`src/inc/crt_defs.vh`:
```
// register indices, field positions, reset values and tick divisors of the capture/reload timer
// assumes an APB slave in which byte address = 4 * register index
`ifndef CRT_DEFS_VH
`define CRT_DEFS_VH

// register indices (byte address is four times these)
`define CRT_IDX_CTRL       8'hC8
`define CRT_IDX_MODE       8'hC9
`define CRT_IDX_CAP_LO     8'hCA
`define CRT_IDX_CAP_HI     8'hCB
`define CRT_IDX_CNT_LO     8'hCC
`define CRT_IDX_CNT_HI     8'hCD
`define CRT_IDX_AUX        8'hCE

// timer_control fields
`define CRT_CTRL_OVF       7
`define CRT_CTRL_EXT       6
`define CRT_CTRL_RXSEL     5
`define CRT_CTRL_TXSEL     4
`define CRT_CTRL_TRIG_EN   3
`define CRT_CTRL_RUN       2
`define CRT_CTRL_SRC       1
`define CRT_CTRL_CAPSEL    0

// timer_mode_control fields
`define CRT_MODE_AUTOCLR   1
`define CRT_MODE_DOWN_EN   0

// aux register fields
`define CRT_AUX_TICK_RATE  0
`define CRT_AUX_IRQ_EN     1

// reset values
`define CRT_RST_BYTE       8'h00
`define CRT_RST_COUNT      16'h0000

// count limits
`define CRT_COUNT_MAX      16'hFFFF

// internal tick divisors in core clocks, minus one
`define CRT_DIV_SLOW_M1    4'hB
`define CRT_DIV_FAST_M1    4'h3

`endif

```
`src/rtl/crt_timer.v`:
```
// capture/reload timer: 16-bit counter with capture, auto-reload, down count and baud generator modes
// assumes an APB master on pclk, and raw asynchronous count and trigger pins
`timescale 1ns/1ps
`include "crt_defs.vh"

module crt_timer
(
   // clock and reset
   input  wire        pclk,
   input  wire        presetn,
   // apb slave
   input  wire        psel,
   input  wire        penable,
   input  wire        pwrite,
   input  wire [11:0] paddr,
   input  wire [31:0] pwdata,
   output wire        pready,
   output wire        pslverr,
   output wire [31:0] prdata,
   // external pins, asynchronous
   input  wire        trigger_pin,
   input  wire        count_input_pin,
   // serial port time base
   input  wire        other_timer_ovf,
   output wire        rx_time_base,
   output wire        tx_time_base,
   output wire        overflow_pulse,
   // interrupt request
   output wire        timer_irq
);

   // register index match on a word-aligned address inside the map window
   function hit;
      input [11:0] addr;
      input [7:0]  idx;
      begin
         hit = (addr[11:10] == 2'h0) && (addr[9:2] == idx) && (addr[1:0] == 2'h0);
      end
   endfunction

   // any mapped register
   function mapped;
      input [11:0] addr;
      begin
         mapped = hit(addr, `CRT_IDX_CTRL) || hit(addr, `CRT_IDX_MODE) ||
                  hit(addr, `CRT_IDX_CAP_LO) || hit(addr, `CRT_IDX_CAP_HI) ||
                  hit(addr, `CRT_IDX_CNT_LO) || hit(addr, `CRT_IDX_CNT_HI) ||
                  hit(addr, `CRT_IDX_AUX);
      end
   endfunction

   // control fields
   reg         overflow_flag_q;
   reg         external_flag_q;
   reg         rx_baud_sel_q;
   reg         tx_baud_sel_q;
   reg         trigger_enable_q;
   reg         run_control_q;
   reg         source_select_q;
   reg         capture_reload_select_q;
   reg         capture_auto_clear_q;
   reg         down_count_enable_q;
   reg         tick_rate_select_q;
   reg         timer_interrupt_enable_q;
   // counting state
   reg  [15:0] count_q;
   reg  [15:0] count_d;
   reg  [15:0] cap_q;
   reg  [15:0] cap_d;
   reg  [3:0]  presc_q;
   reg         baud_phase_q;
   reg         ovf_pulse_q;
   reg  [31:0] prdata_q;
   // pin synchronisers: stage 0 only feeds stage 1
   reg  [1:0]  sync0_q;
   reg  [1:0]  sync1_q;
   reg  [1:0]  prev_q;

   // apb decode; with pready tied high a write commits at its first access edge,
   // and an unmapped address selects no register at all
   wire        setup_rd   = psel & ~penable & ~pwrite;
   wire        access     = psel & penable;
   wire        wr         = access & pwrite & mapped(paddr);
   wire        wr_ctrl    = wr & hit(paddr, `CRT_IDX_CTRL);
   wire        wr_mode    = wr & hit(paddr, `CRT_IDX_MODE);
   wire        wr_cap_lo  = wr & hit(paddr, `CRT_IDX_CAP_LO);
   wire        wr_cap_hi  = wr & hit(paddr, `CRT_IDX_CAP_HI);
   wire        wr_cnt_lo  = wr & hit(paddr, `CRT_IDX_CNT_LO);
   wire        wr_cnt_hi  = wr & hit(paddr, `CRT_IDX_CNT_HI);
   wire        wr_aux     = wr & hit(paddr, `CRT_IDX_AUX);

   // zero wait states; unmapped addresses answer with an error
   assign pready  = 1'b1;
   assign pslverr = access & ~mapped(paddr);
   assign prdata  = prdata_q;

   // two-flop synchronisers for trigger (bit 0) and count pin (bit 1)
   // reset to the idle-high level so a release of reset never looks like a fall
   wire [1:0] pins_raw = {count_input_pin, trigger_pin};
   genvar gi;
   generate
      for (gi = 0; gi < 2; gi = gi + 1)
      begin : g_sync
         always @(posedge pclk or negedge presetn)
         begin
            if (!presetn)
            begin
               sync0_q[gi] <= 1'b1;
               sync1_q[gi] <= 1'b1;
               prev_q[gi]  <= 1'b1;
            end
            else
            begin
               sync0_q[gi] <= pins_raw[gi];
               sync1_q[gi] <= sync0_q[gi];
               prev_q[gi]  <= sync1_q[gi];
            end
         end
      end
   endgenerate

   wire trig_level = sync1_q[0];
   wire trig_fall  = prev_q[0] & ~sync1_q[0];
   wire pin_fall   = prev_q[1] & ~sync1_q[1];

   // either time base select forces baud generator mode
   wire baud_mode   = rx_baud_sel_q | tx_baud_sel_q;
   // capture select only counts outside baud mode
   wire reload_mode = baud_mode | ~capture_reload_select_q;
   // trigger acts only when enabled and not making baud clocks
   wire trig_event  = trigger_enable_q & ~baud_mode & trig_fall;
   // up/down steering only in plain auto-reload with down count enabled
   wire down_mode   = down_count_enable_q & ~baud_mode & ~capture_reload_select_q;
   wire count_down  = down_mode & ~trig_level;

   // tick source; the prescaler keeps running while halted so rate is steady;
   // compare with >= so a switch to the fast rate never waits for a 4-bit wrap
   wire [3:0] presc_lim = tick_rate_select_q ? `CRT_DIV_FAST_M1 : `CRT_DIV_SLOW_M1;
   wire       presc_end = (presc_q >= presc_lim);
   reg  tick_src;
   always @*
   begin
      if (baud_mode)
         tick_src = baud_phase_q;
      else if (source_select_q)
         tick_src = pin_fall;
      else
         tick_src = presc_end;
   end
   wire tick = run_control_q & tick_src;

   // rollover conditions
   // up wrap after FFFFh; down wrap when the count meets the capture/reload value
   wire up_wrap   = tick & ~count_down & (count_q == `CRT_COUNT_MAX);
   wire down_wrap = tick & count_down & (count_q == cap_q);
   wire ovf_evt   = up_wrap | down_wrap;

   // prescaler and baud divider
   // the baud divider toggles every clock, giving one tick in two
   always @(posedge pclk or negedge presetn)
   begin
      if (!presetn)
      begin
         presc_q      <= 4'h0;
         baud_phase_q <= 1'b0;
      end
      else
      begin
         presc_q      <= presc_end ? 4'h0 : presc_q + 4'h1;
         baud_phase_q <= ~baud_phase_q;
      end
   end

   // trigger capture; a tick in the same cycle still steps the count unless auto clear is set
   wire capture_now = trig_event & capture_reload_select_q;

   // next count, by precedence: capture, trigger reload, underflow, overflow, step;
   // a software write of either count byte then overrides the hardware result
   always @*
   begin
      count_d = count_q;
      if (capture_now)
      begin
         if (capture_auto_clear_q)
            count_d = `CRT_RST_COUNT;
         else if (tick)
            count_d = count_q + 16'h0001;
      end
      else if (trig_event && !down_mode)
         count_d = cap_q;
      else if (down_wrap)
         count_d = `CRT_COUNT_MAX;
      else if (up_wrap && reload_mode)
         count_d = cap_q;
      else if (tick && count_down)
         count_d = count_q - 16'h0001;
      else if (tick)
         count_d = count_q + 16'h0001;
      if (wr_cnt_lo)
         count_d[7:0] = pwdata[7:0];
      if (wr_cnt_hi)
         count_d[15:8] = pwdata[7:0];
   end

   // next capture value; a capture in the same cycle beats a software write of the pair
   always @*
   begin
      cap_d = cap_q;
      if (capture_now)
         cap_d = count_q;
      else
      begin
         if (wr_cap_lo)
            cap_d[7:0] = pwdata[7:0];
         if (wr_cap_hi)
            cap_d[15:8] = pwdata[7:0];
      end
   end

   // flag events
   wire ovf_set = ovf_evt & ~baud_mode;
   wire ext_set = trig_event | (down_mode & ovf_evt);

   // flag values after a software write of the control register, before hardware events
   wire ovf_flag_sw = wr_ctrl ? pwdata[`CRT_CTRL_OVF] : overflow_flag_q;
   wire ext_flag_sw = wr_ctrl ? pwdata[`CRT_CTRL_EXT] : external_flag_q;

   // count and capture pair, and the registered overflow pulse
   always @(posedge pclk or negedge presetn)
   begin
      if (!presetn)
      begin
         count_q     <= `CRT_RST_COUNT;
         cap_q       <= `CRT_RST_COUNT;
         ovf_pulse_q <= 1'b0;
      end
      else
      begin
         count_q     <= count_d;
         cap_q       <= cap_d;
         ovf_pulse_q <= ovf_evt;                                         // high one cycle per rollover
      end
   end

   // status flags; the hardware set is ORed on top of the write,
   // so a clear in the same cycle as an event never hides it
   always @(posedge pclk or negedge presetn)
   begin
      if (!presetn)
      begin
         overflow_flag_q <= 1'b0;
         external_flag_q <= 1'b0;
      end
      else
      begin
         overflow_flag_q <= ovf_flag_sw | ovf_set;
         external_flag_q <= ext_flag_sw | ext_set;
      end
   end

   // mode and enable bits of the control register
   always @(posedge pclk or negedge presetn)
   begin
      if (!presetn)
      begin
         rx_baud_sel_q           <= 1'b0;
         tx_baud_sel_q           <= 1'b0;
         trigger_enable_q        <= 1'b0;
         run_control_q           <= 1'b0;
         source_select_q         <= 1'b0;
         capture_reload_select_q <= 1'b0;
      end
      else if (wr_ctrl)
      begin
         rx_baud_sel_q           <= pwdata[`CRT_CTRL_RXSEL];
         tx_baud_sel_q           <= pwdata[`CRT_CTRL_TXSEL];
         trigger_enable_q        <= pwdata[`CRT_CTRL_TRIG_EN];
         run_control_q           <= pwdata[`CRT_CTRL_RUN];
         source_select_q         <= pwdata[`CRT_CTRL_SRC];
         capture_reload_select_q <= pwdata[`CRT_CTRL_CAPSEL];
      end
   end

   // timer_mode_control bits
   always @(posedge pclk or negedge presetn)
   begin
      if (!presetn)
      begin
         capture_auto_clear_q <= 1'b0;
         down_count_enable_q  <= 1'b0;
      end
      else if (wr_mode)
      begin
         capture_auto_clear_q <= pwdata[`CRT_MODE_AUTOCLR];
         down_count_enable_q  <= pwdata[`CRT_MODE_DOWN_EN];
      end
   end

   // aux bits: tick rate and interrupt enable, kept here as this block has no clock or interrupt unit
   always @(posedge pclk or negedge presetn)
   begin
      if (!presetn)
      begin
         tick_rate_select_q       <= 1'b0;
         timer_interrupt_enable_q <= 1'b0;
      end
      else if (wr_aux)
      begin
         tick_rate_select_q       <= pwdata[`CRT_AUX_TICK_RATE];
         timer_interrupt_enable_q <= pwdata[`CRT_AUX_IRQ_EN];
      end
   end

   // read mux, loaded in the setup cycle so data stands from flops during access
   wire [7:0] ctrl_rd = {overflow_flag_q, external_flag_q, rx_baud_sel_q, tx_baud_sel_q,
                         trigger_enable_q, run_control_q, source_select_q, capture_reload_select_q};
   reg  [7:0] rd_byte;
   always @*
   begin
      rd_byte = `CRT_RST_BYTE;
      if (hit(paddr, `CRT_IDX_CTRL))
         rd_byte = ctrl_rd;
      else if (hit(paddr, `CRT_IDX_MODE))
         rd_byte = {6'h00, capture_auto_clear_q, down_count_enable_q};
      else if (hit(paddr, `CRT_IDX_CAP_LO))
         rd_byte = cap_q[7:0];
      else if (hit(paddr, `CRT_IDX_CAP_HI))
         rd_byte = cap_q[15:8];
      else if (hit(paddr, `CRT_IDX_CNT_LO))
         rd_byte = count_q[7:0];
      else if (hit(paddr, `CRT_IDX_CNT_HI))
         rd_byte = count_q[15:8];
      else if (hit(paddr, `CRT_IDX_AUX))
         rd_byte = {6'h00, timer_interrupt_enable_q, tick_rate_select_q};
   end

   // read data register, loaded only by a read setup so data stands through the access
   always @(posedge pclk or negedge presetn)
   begin
      if (!presetn)
         prdata_q <= 32'h00000000;
      else if (setup_rd)
         prdata_q <= {24'h000000, rd_byte};
   end

   // registered overflow pulse, so the serial port sees a clean one-cycle strobe
   assign overflow_pulse = ovf_pulse_q;

   // serial time base: this timer only when selected, else the other timer
   assign rx_time_base   = rx_baud_sel_q ? ovf_pulse_q : other_timer_ovf;
   assign tx_time_base   = tx_baud_sel_q ? ovf_pulse_q : other_timer_ovf;

   // request held by either flag, forwarded only when enabled
   // a level: it stays up until software clears both flags or the enable
   assign timer_irq = timer_interrupt_enable_q & (overflow_flag_q | external_flag_q);

endmodule // crt_timer

```
`config.mk`:
```
export PLATFORM = sky130hd
export DESIGN_NAME = crt_timer
export DESIGN_NICKNAME = d
export VERILOG_FILES = /design/src/rtl/crt_timer.v
export VERILOG_INCLUDE_DIRS = /design/src /design/src/inc
export SDC_FILE = /design/constraint.sdc
export NUM_CORES = 1
export LEC_CHECK = 0
export BUFFER_PORTS_ARGS = -buffer_cell sky130_fd_sc_hd__buf_2
export CAP_MARGIN = 40
export CORE_MARGIN = 1.5
export CORE_UTILIZATION = 52
export DETAILED_ROUTE_END_ITERATION = 10
export PLACE_DENSITY = 0.78
export SYNTH_ARGS = -nofsm -noshare
export SYNTH_HDL_FRONTEND = slang
export SYNTH_SLANG_ARGS = --single-unit
export TNS_END_PERCENT = 100
```
`constraint.sdc`:
```
create_clock -name pclk -period 2.34 [get_ports pclk]
set_input_delay 0.234 -clock pclk [delete_from_list [all_inputs] [get_ports pclk]]
set_output_delay 0.234 -clock pclk [all_outputs]
set_load 0.01 [all_outputs]
```
==> impl_metrics.toml <==
[outcome]
status = "completed"

[placed_design]
place.gp.congestion = 1.02
dp_worst_setup_slack_ns = -0.172
io_buffers = 40
dp.final_hpwl_um = 12900

[floorplan]
placementRows = 35
coreArea_um2 = 9240
dieArea_um2 = 10100
die-height_um = 101
initial_utilization_pct = 53.6
die_x_um = 101
num_io_pins = 90

[power]
leakage_nw = 2.62
power_density_nw_per_um2 = 444
vdd_drop_max_mv = 0.430

[layout]
layout.filler_cells = 769
final_util_pct = 66.4
nNetsFinal = 740
final_layout_size_suffix_gt1_share_pct = 29.5
synthToLayoutAreaGrowth_pct = 23.9
leading_cell_type_in_the_layout_fill_and_taps_excluded = "buf_4"
number_of_antenna_repair_diodes = 0
multi_input_comb_area_um2 = 3150
final-seq-area_um2 = 1620
commonest_non_fill_non_tap_cells_in_the_layout = "buf_4 (87), dfrtp_1 (53), o21ai_0 (47)"

[routing]
postRouteAntennaNets = 0
dr_iter_0_viols = 555
wirelength_um = 17200
dr_total_vias = 5125
drt-vias-per-instance = 6.27
routed_wire_length_per_instance_um = 21.0
drtPass1Iterations = 5
detail_route.drc_violations = 0

[worst_setup_path]
cp_slowest_cell = "or4_4"
critical_path.cell_chain = "or4_4 > or3_4 > or4_4 > a211oi_2 > nor4b_2 > o21ai_1"
worst-path-buf-inv = 0
worst-setup-path-type = "flip-flop to flip-flop"
critical_path_arrival_ns = 2.59
cpMostUsedCell = "or4_4"
critPathRequiredTime_ns = 2.62
crit_fanout = 5
timing.critical_path.slowest_cell_delay_ns = 0.60
critical_path.top_delay_family = "simple AND/OR/NAND/NOR gates"
category_of_the_worst_setup_path_capture_point = "flip-flop"
setup.worst_path.start_class = "flip-flop"

[logic_synthesis]
synth_enable_flop_cells = 0
synth.ff_latch_count = 64
synthesis.instances = 591
ys_seq_area_share_pct = 32.5
predominant_post_synthesis_flop_cell = "dfrtp_1"
synthesis.area_um2 = 4950
yosys_warnings = 0
yosys.cell_types.count = 60
synthArstFlopShare_pct = 100
avgSynthCellArea_um2 = 8.38

[clocking]
tritoncts = "yes"
clk_pin_slew_worst_setup_hold_paths_ns = 0.09
cts-buffers-inserted = 9
clk_path_buf_depth = 2
cts.sink_count = 64
clk_latency_ns = 0.35
root_buffer = "clkbuf_8"
htreeDepth = 3

[timing]
rsz_0062_raised_after_global_routing = "true"
setup_viol = 0
maxSlewViolCount = 0
fmaxAchievable_mhz = 432
worst_slew_margin_rel_pct = 61.6
worst-slew-pin-transition_ns = 0.569
finalHoldViolCount = 0
finalCritPeriodShare_pct = 98.8
fin_crit_ns = 2.31
setup_ws_ns = 0.0273
finalClockSkew_ns = 0.0115

[global_route]
grt_antenna_before_repair = 0
grt.overflow.total = 0
grt_pass1_wl_um = 26200
maximum_number_of_pins_on_one_net_before_global_route_repair = 41
grt_usage_pct = 34.8
number_of_global_route_vias_before_repair = 4739

[job]
number_of_maximum_capacitance_violations = 0

[hold_path]
hold_crit_path_type = "primary input to flip-flop"
[final timing paths]
check                                 from                   to  slack (ns)  cells past startpoint
worst max register to register  count_q[9]          count_q[15]        0.03                      6
min in group asynchronous          presetn           count_q[5]        0.42                      2
worst min-delay path             pwdata[0]  down_count_enable_q        0.22                      3
max in group asynchronous          presetn            prev_q[0]        1.23                      3
worst min register to register  sync0_q[0]           trig_level        0.36                      0
worst max-delay path            count_q[9]          count_q[15]        0.03                      6
[power breakdown]
part	internal [W]	switching (W)
registers	0.00117	0.0000366
logic	0.000153	0.000222
clock network	0.000616	0.000526
[cell families (layout without fill, tap and decap cells)]
| logic type | count (synthesis) | in the layout | synth area share, % |
|---|---|---|---|
| AND/OR/NAND/NOR | 199 | 199 | 22.2 |
| AO/OA/AOI/OAI | 152 | 152 | 19.3 |
| buffers and inverters | 87 | 162 | 8.90 |
| flip-flops | 64 | 64 | 32.5 |
| multiplexers | 44 | 44 | 9.12 |
| XOR/XNOR | 39 | 39 | 6.90 |
| adder cells (fa/ha/maj) | 4 | 4 | 1.01 |
| other | 2 | 25 | 0.152 |
[stage by stage]
| step | power (W) | instances | hold slack (ns) | area (µm²) | TNS (ns) |
|---|---|---|---|---|---|
| floorplan | 0.00144 | 614 | -0.0616 | 5040 | 0 |
| global placement | 0.00157 | 797 | 0.258 | 5700 | -0.882 |
| detailed placement | 0.00158 | 797 | 0.273 | 5700 | -1.36 |
| CTS | 0.00271 | 816 | 0.212 | 5980 | 0 |
| global route | 0.00282 | 818 | 0.218 | 6130 | -0.0697 |
| finish | 0.00272 | 818 | 0.224 | 6130 | 0 |
[synthesized netlist by cell type (3+ instances only)]
| library cell | count | area share [%] |
|---|---|---|
| dfrtp_1 | 58 | 29 |
| o21ai_0 | 49 | 5.0 |
| nor2_1 | 43 | 3.3 |
| a21oi_1 | 36 | 3.6 |
| clkbuf_1 | 36 | 2.7 |
| mux2i_1 | 35 | 7.1 |
| nand2_1 | 27 | 2.0 |
| xor2_1 | 27 | 4.8 |
| buf_4 | 25 | 3.8 |
| nand3_1 | 25 | 2.5 |
| nor4_1 | 17 | 2.1 |
| nor3_1 | 14 | 1.4 |
| nand4_1 | 13 | 1.6 |
| inv_1 | 12 | 0.91 |
| xnor2_1 | 12 | 2.1 |
| a211oi_1 | 11 | 1.7 |
| a22oi_1 | 11 | 1.7 |
| buf_2 | 10 | 1.0 |
| o22ai_1 | 10 | 1.3 |
| mux2_2 | 9 | 2.0 |
| or3_1 | 9 | 1.1 |
| or4_1 | 7 | 1.1 |
| dfstp_2 | 6 | 3.2 |
| nand2b_1 | 6 | 0.76 |
| nor2b_1 | 6 | 0.76 |
| o31a_1 | 6 | 1.1 |
| and2_1 | 5 | 0.63 |
| and3_1 | 5 | 0.63 |
| nor4b_1 | 5 | 0.88 |
| a21o_1 | 4 | 0.61 |
| ha_1 | 4 | 1.0 |
| nor4bb_1 | 4 | 0.81 |
| o2111ai_1 | 4 | 0.71 |
| o211ai_1 | 4 | 0.61 |
| buf_1 | 3 | 0.23 |
[metal layers]
metal,up-vias,track usage [%],wire length (µm),share of wire (%)
met5,-,0,0,0
met4,0,15.2,669,3.9
met3,50,5.27,1650,9.6
met2,315,53.2,7730,45
met1,2444,48.9,7140,42
li1,2316,-,-,-
[area by class of cell]
class	count	area share (%)
clock buffers	9	2.02
clock inverters	7	1.67
inverters	12	0.734
multi-input cells	463	51.3
flip-flops and latches	64	26.3
well taps	129	2.63
repair buffers	134	15.3
[flip-flops by register name (all words and copies together) (netlist names), 2 cells and up]
name and flops:
cap_q 16, count_q 16, prdata 8, presc_q 4, prev_q 2, sync0_q 2
[worst reg2reg max path, cell delays in order (launching register included)]
cell and delay, ns:
dfrtp_1 0.39, or4_4 0.60, or3_4 0.36, or4_4 0.49, a211oi_2 0.22, nor4b_2 0.07, o21ai_1 0.12
[repair_timing]
| action | 4_1_cts | 5_1_grt |
|---|---|---|
| setup buffers | 0 | 1 |
| endpoints found under the setup margin | 16 | 17 |
| endpoints found under the hold margin | 22 | 0 |
| cloned | 0 | 1 |
| resized for setup | 7 | 33 |
| hold buffers | 3 | 0 |
| pin swaps | 0 | 6 |
(Power assumes the default switching activity.)
